**config.mk**
```make
export PLATFORM = sky130hd
export DESIGN_NAME = rpr_regs
export DESIGN_NICKNAME = d
export VERILOG_FILES = /design/src/rpr_pkg.sv /design/src/rpr_sel_if.sv /design/src/rpr_regs.sv /design/src/rpr_selector.sv
export SDC_FILE = /design/constraint.sdc
export NUM_CORES = 1
export LEC_CHECK = 0
export ABC_AREA = 1
export ABC_CLOCK_PERIOD_IN_PS = 5700
export BUFFER_PORTS_ARGS = -buffer_cell sky130_fd_sc_hd__buf_2
export CORE_UTILIZATION = 42
export CTS_BUF_LIST = sky130_fd_sc_hd__clkbuf_2
export DETAILED_ROUTE_END_ITERATION = 10
export PLACE_DENSITY = 0.77
export REMOVE_ABC_BUFFERS = 1
export SLEW_MARGIN = 40
export SYNTH_ARGS = -nofsm -noshare
export SYNTH_HDL_FRONTEND = slang
export SYNTH_SLANG_ARGS = --single-unit
```
**constraint.sdc**
```tcl
create_clock -name ref_clk_i -period 5.7 [get_ports ref_clk_i]
set_clock_uncertainty 0.05 [all_clocks]
set_input_delay 1.14 -clock ref_clk_i [delete_from_list [all_inputs] [get_ports ref_clk_i]]
set_output_delay 1.14 -clock ref_clk_i [all_outputs]
set_load 0.05 [all_outputs]
```
**src/rpr_pkg.sv**
```systemverilog
// Constants, field layouts and reset values of the reference priority registers.
// Assumes a single system clock and an AHB-Lite master with word accesses only.
// Functional notes
// - Input eight upper nibble, input seven lower.
// - Smaller nonzero priority value wins selection.
// - Zero priority removes input from selection.
// - Path-select bit picks main or auxiliary copy.
// - Ten upper, nine lower; reset 1011 1010.
// - Every priority field reads back the last write to the copy picked by the path-select bit.
package rpr_pkg;

  localparam int unsigned ADDR_W  = 32;
  localparam int unsigned DATA_W  = 32;
  localparam int unsigned PRIO_W  = 4;
  localparam int unsigned NUM_REF = 4;
  localparam int unsigned REF_IDX_W = 2;
  localparam int unsigned NUM_PATH = 2;

  // Register indices; the byte address is four times the index.
  localparam logic [ADDR_W-1:0] IDX_PRIO_7_8   = 32'h0000001B;
  localparam logic [ADDR_W-1:0] IDX_PRIO_9_10  = 32'h0000001C;
  localparam logic [ADDR_W-1:0] IDX_PATH_SEL   = 32'h0000004B;
  localparam logic [ADDR_W-1:0] IDX_SEL_STATUS = 32'h0000007E;
  localparam int unsigned       ADDR_LSB       = 2;

  localparam logic [7:0] RST_PRIO_7_8  = 8'h98;
  localparam logic [7:0] RST_PRIO_9_10 = 8'hBA;

  // Field positions.
  localparam int unsigned HI_NIB_LSB   = 4;
  localparam int unsigned LO_NIB_LSB   = 0;
  localparam int unsigned PATH_SEL_BIT = 4;
  localparam int unsigned ST_AUX_LSB   = 4;
  localparam int unsigned ST_FOUND_BIT = 2;

  localparam logic [PRIO_W-1:0] PRIO_OFF = 4'h0;
  localparam logic [1:0]        HTRANS_BUSY_OR_IDLE_MSB = 2'h2;

  localparam logic [0:0] MAIN_TIMING_PATH = 1'h0;
  localparam logic [0:0] AUX_TIMING_PATH  = 1'h1;

  typedef enum logic [1:0] {
    RPR_ACC_NONE   = 2'b00,
    RPR_ACC_PRIO78 = 2'b01,
    RPR_ACC_PRIO910 = 2'b10,
    RPR_ACC_OTHER  = 2'b11
  } rpr_acc_t;

endpackage : rpr_pkg

```
**src/rpr_sel_if.sv**
```systemverilog
// Carrier between the register bank and one path's selection logic.
// Assumes both ends sit on the same clock.
`timescale 1ns/1ps
`default_nettype none
interface rpr_sel_if;
  import rpr_pkg::*;
  logic [NUM_REF*PRIO_W-1:0] prio;
  logic [NUM_REF-1:0]        avail;
  logic [REF_IDX_W-1:0]      best;
  logic                      found;
  modport bank (output prio, output avail, input best, input found);
  modport sel  (input prio, input avail, output best, output found);
endinterface : rpr_sel_if
`default_nettype wire

```
**src/rpr_regs.sv**
```systemverilog
// Reference priority register bank for inputs seven to ten with AHB-Lite access.
// Assumes one system clock, word accesses only and availability from same-clock logic.
//
// The AHB-Lite interface to the registers is this design's own decision.
`timescale 1ns/1ps
`default_nettype none
module rpr_regs (
  // Clock, reset and enable.
  input  wire logic                          ref_clk_i,
  input  wire logic                          rstn_i,
  input  wire logic                          ce_i,
  // AHB-Lite slave.
  input  wire logic                          hsel_i,
  input  wire logic [rpr_pkg::ADDR_W-1:0]    haddr_i,
  input  wire logic [1:0]                    htrans_i,
  input  wire logic                          hwrite_i,
  input  wire logic [2:0]                    hsize_i,
  input  wire logic [rpr_pkg::DATA_W-1:0]    hwdata_i,
  input  wire logic                          hready_i,
  output logic                               hreadyout_o,
  output logic                               hresp_o,
  output logic      [rpr_pkg::DATA_W-1:0]    hrdata_o,
  // Reference availability and selection results.
  input  wire logic [rpr_pkg::NUM_REF-1:0]   ref_avail_i,
  output logic      [rpr_pkg::REF_IDX_W-1:0] main_sel_o,
  output logic                               main_found_o,
  output logic      [rpr_pkg::REF_IDX_W-1:0] aux_sel_o,
  output logic                               aux_found_o
);
  import rpr_pkg::*;

  logic [7:0]           prio_7_8  [NUM_PATH];
  logic [7:0]           prio_9_10 [NUM_PATH];
  logic                 path_bank_select;
  logic                 dp_write;
  logic                 dp_valid;
  logic [ADDR_W-1:0]    dp_idx;
  logic [REF_IDX_W-1:0] sel_best [NUM_PATH];
  logic                 sel_found [NUM_PATH];
  logic                 addr_take;
  logic                 wr_now;
  logic [ADDR_W-1:0]    addr_idx;
  logic [7:0]           next_prio_7_8;
  logic [7:0]           next_prio_9_10;
  logic [7:0]           rd_prio_7_8;
  logic [7:0]           rd_prio_9_10;
  logic                 next_path_sel;
  logic [DATA_W-1:0]    next_rdata;
  logic [DATA_W-1:0]    status_word;

  function automatic logic [DATA_W-1:0] read_mux(input logic [ADDR_W-1:0] idx,
                                                  input logic [7:0] p78,
                                                  input logic [7:0] p910,
                                                  input logic psel,
                                                  input logic [DATA_W-1:0] st);
    logic [DATA_W-1:0] r;
    r = '0;
    if (idx == IDX_PRIO_7_8) begin
      r[7:0] = p78;
    end else if (idx == IDX_PRIO_9_10) begin
      r[7:0] = p910;
    end else if (idx == IDX_PATH_SEL) begin
      r[PATH_SEL_BIT] = psel;
    end else if (idx == IDX_SEL_STATUS) begin
      r = st;
    end
    return r;
  endfunction

  assign hreadyout_o = ce_i;
  assign hresp_o     = 1'b0;
  assign addr_take   = ce_i && hready_i && hsel_i && htrans_i[1];
  assign addr_idx    = {{ADDR_LSB{1'b0}}, haddr_i[ADDR_W-1:ADDR_LSB]};
  assign wr_now      = ce_i && dp_valid && dp_write;

  // Address phase capture.
  always_ff @(posedge ref_clk_i or negedge rstn_i) begin
    if (!rstn_i) begin
      dp_valid <= 1'b0;
      dp_write <= 1'b0;
      dp_idx   <= '0;
    end else if (ce_i) begin
      dp_valid <= addr_take;
      dp_write <= addr_take && hwrite_i;
      dp_idx   <= addr_idx;
    end
  end

  // Values after the data phase write of this cycle, used for storage and read forwarding.
  always_comb begin
    next_prio_7_8  = prio_7_8[path_bank_select];
    next_prio_9_10 = prio_9_10[path_bank_select];
    next_path_sel  = path_bank_select;
    if (wr_now && (dp_idx == IDX_PRIO_7_8)) begin
      next_prio_7_8 = hwdata_i[7:0];
    end
    if (wr_now && (dp_idx == IDX_PRIO_9_10)) begin
      next_prio_9_10 = hwdata_i[7:0];
    end
    if (wr_now && (dp_idx == IDX_PATH_SEL)) begin
      next_path_sel = hwdata_i[PATH_SEL_BIT];
    end
  end

  // Only the copy chosen by the path-select bit is written.
  generate
    for (genvar p = 0; p < NUM_PATH; p++) begin : g_copy
      always_ff @(posedge ref_clk_i or negedge rstn_i) begin
        if (!rstn_i) begin
          prio_7_8[p]  <= RST_PRIO_7_8;
          prio_9_10[p] <= RST_PRIO_9_10;
        end else if (ce_i && (path_bank_select == p[0])) begin
          prio_7_8[p]  <= next_prio_7_8;
          prio_9_10[p] <= next_prio_9_10;
        end
      end

      rpr_sel_if sel_if ();
      assign sel_if.prio  = {prio_9_10[p][HI_NIB_LSB +: PRIO_W],
                             prio_9_10[p][LO_NIB_LSB +: PRIO_W],
                             prio_7_8[p][HI_NIB_LSB +: PRIO_W],
                             prio_7_8[p][LO_NIB_LSB +: PRIO_W]};
      assign sel_if.avail = ref_avail_i;
      assign sel_best[p]  = sel_if.best;
      assign sel_found[p] = sel_if.found;

      rpr_selector u_sel (
        .sel_if (sel_if.sel)
      );
    end
  endgenerate

  // Path-select bit.
  always_ff @(posedge ref_clk_i or negedge rstn_i) begin
    if (!rstn_i) begin
      path_bank_select <= MAIN_TIMING_PATH;
    end else if (ce_i) begin
      path_bank_select <= next_path_sel;
    end
  end

  // Registered selection results.
  always_ff @(posedge ref_clk_i or negedge rstn_i) begin
    if (!rstn_i) begin
      main_sel_o   <= '0;
      main_found_o <= 1'b0;
      aux_sel_o    <= '0;
      aux_found_o  <= 1'b0;
    end else if (ce_i) begin
      main_sel_o   <= sel_best[MAIN_TIMING_PATH];
      main_found_o <= sel_found[MAIN_TIMING_PATH];
      aux_sel_o    <= sel_best[AUX_TIMING_PATH];
      aux_found_o  <= sel_found[AUX_TIMING_PATH];
    end
  end

  always_comb begin
    status_word = '0;
    status_word[REF_IDX_W-1:0] = main_sel_o;
    status_word[ST_FOUND_BIT] = main_found_o;
    status_word[ST_AUX_LSB +: REF_IDX_W] = aux_sel_o;
    status_word[ST_AUX_LSB + ST_FOUND_BIT] = aux_found_o;
  end

  // A read that meets a path-select write sees the newly selected copy.
  assign rd_prio_7_8  = (next_path_sel == path_bank_select) ? next_prio_7_8
                                                            : prio_7_8[next_path_sel];
  assign rd_prio_9_10 = (next_path_sel == path_bank_select) ? next_prio_9_10
                                                            : prio_9_10[next_path_sel];

  assign next_rdata = read_mux(addr_idx, rd_prio_7_8, rd_prio_9_10,
                               next_path_sel, status_word);

  // Read data is captured at the address phase from post-write values.
  always_ff @(posedge ref_clk_i or negedge rstn_i) begin
    if (!rstn_i) begin
      hrdata_o <= '0;
    end else if (ce_i) begin
      if (addr_take && !hwrite_i) begin
        hrdata_o <= next_rdata;
      end else begin
        hrdata_o <= '0;
      end
    end
  end

  logic unused_ok;
  assign unused_ok = ^{hsize_i, htrans_i[0]};

endmodule // rpr_regs
`default_nettype wire

```
**src/rpr_selector.sv**
```systemverilog
// Picks the preferred reference among inputs seven to ten for one timing path.
// Assumes priorities and availability are stable on the same clock.
`timescale 1ns/1ps
`default_nettype none
module rpr_selector (
  rpr_sel_if.sel sel_if
);
  import rpr_pkg::*;

  logic [PRIO_W-1:0]    best_prio;
  logic [REF_IDX_W-1:0] best_idx;
  logic                 any;

  // Scanning upward with strict less-than keeps the lower input on ties.
  always_comb begin
    best_prio = PRIO_OFF;
    best_idx  = '0;
    any       = 1'b0;
    for (int i = 0; i < NUM_REF; i++) begin
      if (sel_if.avail[i] && (sel_if.prio[i*PRIO_W +: PRIO_W] != PRIO_OFF)) begin
        if (!any || (sel_if.prio[i*PRIO_W +: PRIO_W] < best_prio)) begin
          best_prio = sel_if.prio[i*PRIO_W +: PRIO_W];
          best_idx  = REF_IDX_W'(i);
          any       = 1'b1;
        end
      end
    end
  end

  assign sel_if.best  = best_idx;
  assign sel_if.found = any;

endmodule // rpr_selector
`default_nettype wire

```
==> impl_metrics.env <==
export IMPL_synth_cell_type_count=36
export IMPL_cts_buffers=9
export IMPL_ff2ff_path_depth=25
export IMPL_drive_gt1_frac=0.146
export IMPL_clk_path_buf_depth=2
export IMPL_crit_end="main_sel_o[0]$_DFFE_PN0P_"
export IMPL_grt_first_pass_wirelength_mm=22.0
export IMPL_hold_path_class="register to register"
export IMPL_worst_path_max_delay_cell="dfstp_2"
export IMPL_syn_inst=701
export IMPL_path_class="register to register"
export IMPL_start_kind="register"
export IMPL_cpLargestDelayFamily="simple AND/OR/NAND/NOR gates"
export IMPL_critPathMaxStageDelay_ns=0.63
export IMPL_crit_cells=25
export IMPL_relSlewSlack=0.452
export IMPL_cts_sinks=79
export IMPL_vdd_ir_drop_max_mv=0.143
export IMPL_htree_levels=3
export IMPL_ant_nets=0
export IMPL_tns_ns=0
export IMPL_cts_setup_buffers=0
export IMPL_syn_area_per_cell_um2=7.26
export IMPL_antenna_found_initial=0
export IMPL_routedWlPerCell_um=15.1
export IMPL_drc=3
export IMPL_track_usage=0.224
export IMPL_drtIter0Drc=507
export IMPL_worstPathArrival_ns=4.49
export IMPL_clk_pin_slew_ns=0.25
export IMPL_worstReg2RegEnd="main_sel_o[0]$_DFFE_PN0P_"
export IMPL_finalNonFillerCells=897
export IMPL_rr_startpoint="g_copy[0].sel_if.prio[3]$_DFFE_PN1P_"
export IMPL_power_leakage_nw=2.68
export IMPL_core_mm2=0.0116
export IMPL_fp_dieArea_mm2=0.0126
export IMPL_maxSlewViolCount=0
export IMPL_required_ns=6.19
export IMPL_dp_cells=881
export IMPL_clockRootBuffer="clkbuf_2"
export IMPL_cp_max_fo=8
export IMPL_grt_pass1_vias=4427
export IMPL_maxClockFrequency_mhz=250
export IMPL_io_buffers=63
export IMPL_hold_violations=0
export IMPL_drv_cap=0
export IMPL_worstMarginPinSlew_ns=0.823
export IMPL_die_w_um=112
export IMPL_synth_seq_area_share=0.392
export IMPL_wirelength_mm=13.5
export IMPL_final_period_minus_worst_setup_slack_ns=4.00
export IMPL_cp_num_buf_inv=1
export IMPL_vias=4817
export IMPL_cts_resized=0
export IMPL_ys_ff_latch=79
export IMPL_area_delta_synth_final_pct=8.70
export IMPL_critPathCaptureType="register"
export IMPL_setup_viol=0
export IMPL_gp_congestion=0.861
export IMPL_grt_max_degree=80
export IMPL_ys_warn_count=0
export IMPL_die_y_um=112
export IMPL_insertedDiodeCount=0
export IMPL_failed_checks="design-rule violations"
export IMPL_firstDrtPassIters=10
export IMPL_grt_ovfl_total=0
export IMPL_placementRows=39
export IMPL_syn_area_mm2=0.00509
export IMPL_status="finished, violations left"
export IMPL_power_density_mw_per_mm2=198
export IMPL_post_route_period_util=0.702
export IMPL_hpwlAfterDp_mm=9.77
export IMPL_num_io_pins=119
export IMPL_via_per_inst=5.37
export IMPL_reg2reg_slack_ns=1.70
export IMPL_startpoint="g_copy[0].sel_if.prio[3]$_DFFE_PN1P_"
export IMPL_crit_top_cell="nand2_1"
export IMPL_insertion_delay_ns=0.59
export IMPL_cts_tree="done"
export IMPL_nets=846
export IMPL_initial_core_util=0.438
export IMPL_ctsHoldBuffers=0
export IMPL_rsz0062_at_grt="no"
==> flip-flops by register name (all words and copies together), names as in the netlist <==
| register | flops |
|---|---|
| hrdata_o | 8 |
| main_sel_o | 2 |
| dp_write | 1 |
| aux_sel_o | 2 |
| path_bank_select | 1 |
| main_found_o | 1 |
| dp_idx | 30 |
| dp_valid | 1 |
| g_copy.sel_if.prio | 32 |
| aux_found_o | 1 |
==> stage by stage <==
stage | utilization | hold slack, ns | instance area [um^2] | total power (W) | setup slack, ns
after floorplan | - | 0.392 | 4870 | 0.000675 | 1.82
after global placement | 0.463 | 0.405 | 5380 | 0.000728 | 1.21
after detailed placement | 0.464 | 0.409 | 5390 | 0.000731 | 1.18
after CTS | 0.476 | 0.457 | 5530 | 0.00110 | 1.74
after global routing | 0.476 | 0.495 | 5530 | 0.00114 | 1.23
final | 0.476 | 0.453 | 5530 | 0.00109 | 1.70
==> placed cells by master (no fill, tap or decap), types with 7 or more instances in the layout <==
cell type    n
nand3_1     19
conb_1      25
nand2_1    217
o211ai_1    13
dfrtp_1     63
clkbuf_2    10
o21ai_0    100
ha_1        18
a32o_1       8
inv_1       79
nor2_1      30
nor4_1      11
dfstp_2     16
a21oi_1     16
buf_2       62
nand4_1     13
o21ai_1      7
==> worst min-delay path by stage <==
stage	cells after the start	start	slack, ns	to
floorplan	2	dp_idx[13]$_DFFE_PN0P_	0.39	dp_idx[13]$_DFFE_PN0P_
global placement	2	dp_idx[17]$_DFFE_PN0P_	0.40	dp_idx[17]$_DFFE_PN0P_
detailed placement	2	dp_idx[24]$_DFFE_PN0P_	0.41	dp_idx[24]$_DFFE_PN0P_
CTS	2	dp_idx[24]$_DFFE_PN0P_	0.46	dp_idx[24]$_DFFE_PN0P_
global route	2	dp_idx[22]$_DFFE_PN0P_	0.49	dp_idx[22]$_DFFE_PN0P_
finish	2	dp_idx[12]$_DFFE_PN0P_	0.45	dp_idx[12]$_DFFE_PN0P_
==> worst min-delay path, cell delays in order (launching register included) <==
cell and delay, ns:
dfrtp_1 0.39, nand2_1 0.05, nand2_1 0.05
==> Yosys cell counts <==
cell / number / area share
a21oi_1: 16 / 0.016
a31oi_1: 4 / 0.0049
a32o_1: 8 / 0.016
a41oi_1: 1 / 0.0017
buf_2: 3 / 0.0029
buf_4: 28 / 0.041
buf_6: 1 / 0.0022
clkbuf_1: 19 / 0.014
conb_1: 1 / 0.00074
dfrtp_1: 63 / 0.31
dfstp_2: 16 / 0.083
ha_1: 18 / 0.044
inv_1: 79 / 0.058
inv_2: 3 / 0.0022
nand2_1: 219 / 0.16
nand2_2: 2 / 0.0025
nand2_4: 1 / 0.0022
nand3_1: 19 / 0.019
nand4_1: 13 / 0.016
nor2_1: 30 / 0.022
nor3_1: 2 / 0.0020
nor3_2: 1 / 0.0020
nor3_4: 1 / 0.0032
nor4_1: 12 / 0.015
nor4_4: 1 / 0.0042
o211ai_1: 13 / 0.019
o21a_1: 2 / 0.0029
o21ai_0: 100 / 0.098
o21ai_1: 7 / 0.0069
o21bai_1: 6 / 0.0089
o22ai_1: 2 / 0.0025
o311ai_0: 4 / 0.0069
o311ai_1: 1 / 0.0017
o41ai_1: 1 / 0.0017
or2_2: 2 / 0.0025
or4_1: 2 / 0.0029
==> report_power, final <==
part / internal, W / total, W / switching, W
clock: 0.000150 / 0.000373 / 0.000222
sequential: 0.000583 / 0.000593 / 0.0000106
combinational: 0.0000282 / 0.000128 / 0.0000996
==> kinds of logic (layout without fill, tap and decap cells) <==
family,Yosys count,count (layout),synth area share
buf+inv,133,162,0.121
other cells,1,25,0.000737
fa+ha+maj,18,18,0.0443
compound gates,165,165,0.187
flops,79,79,0.392
simple gates,305,305,0.254
==> cell type report <==
type	count	area, um^2
fill	1191	6080
multi-input combinational	513	2580
sequential	79	2000
timing repair buffer	64	329
inverter	82	308
tap	143	179
clock inverter	6	91.3
clock buffer	10	50.0
==> routing by layer <==
metal | wire, um | global-route usage | vias to the layer above
met5 | 0 | 0 | -
met3 | 1260 | 0.0513 | 24
li1 | - | - | 2377
met4 | 231 | 0.0524 | 0
met2 | 6120 | 0.366 | 224
met1 | 5930 | 0.304 | 2192
Note: power is estimated with default switching activity, not from simulation.
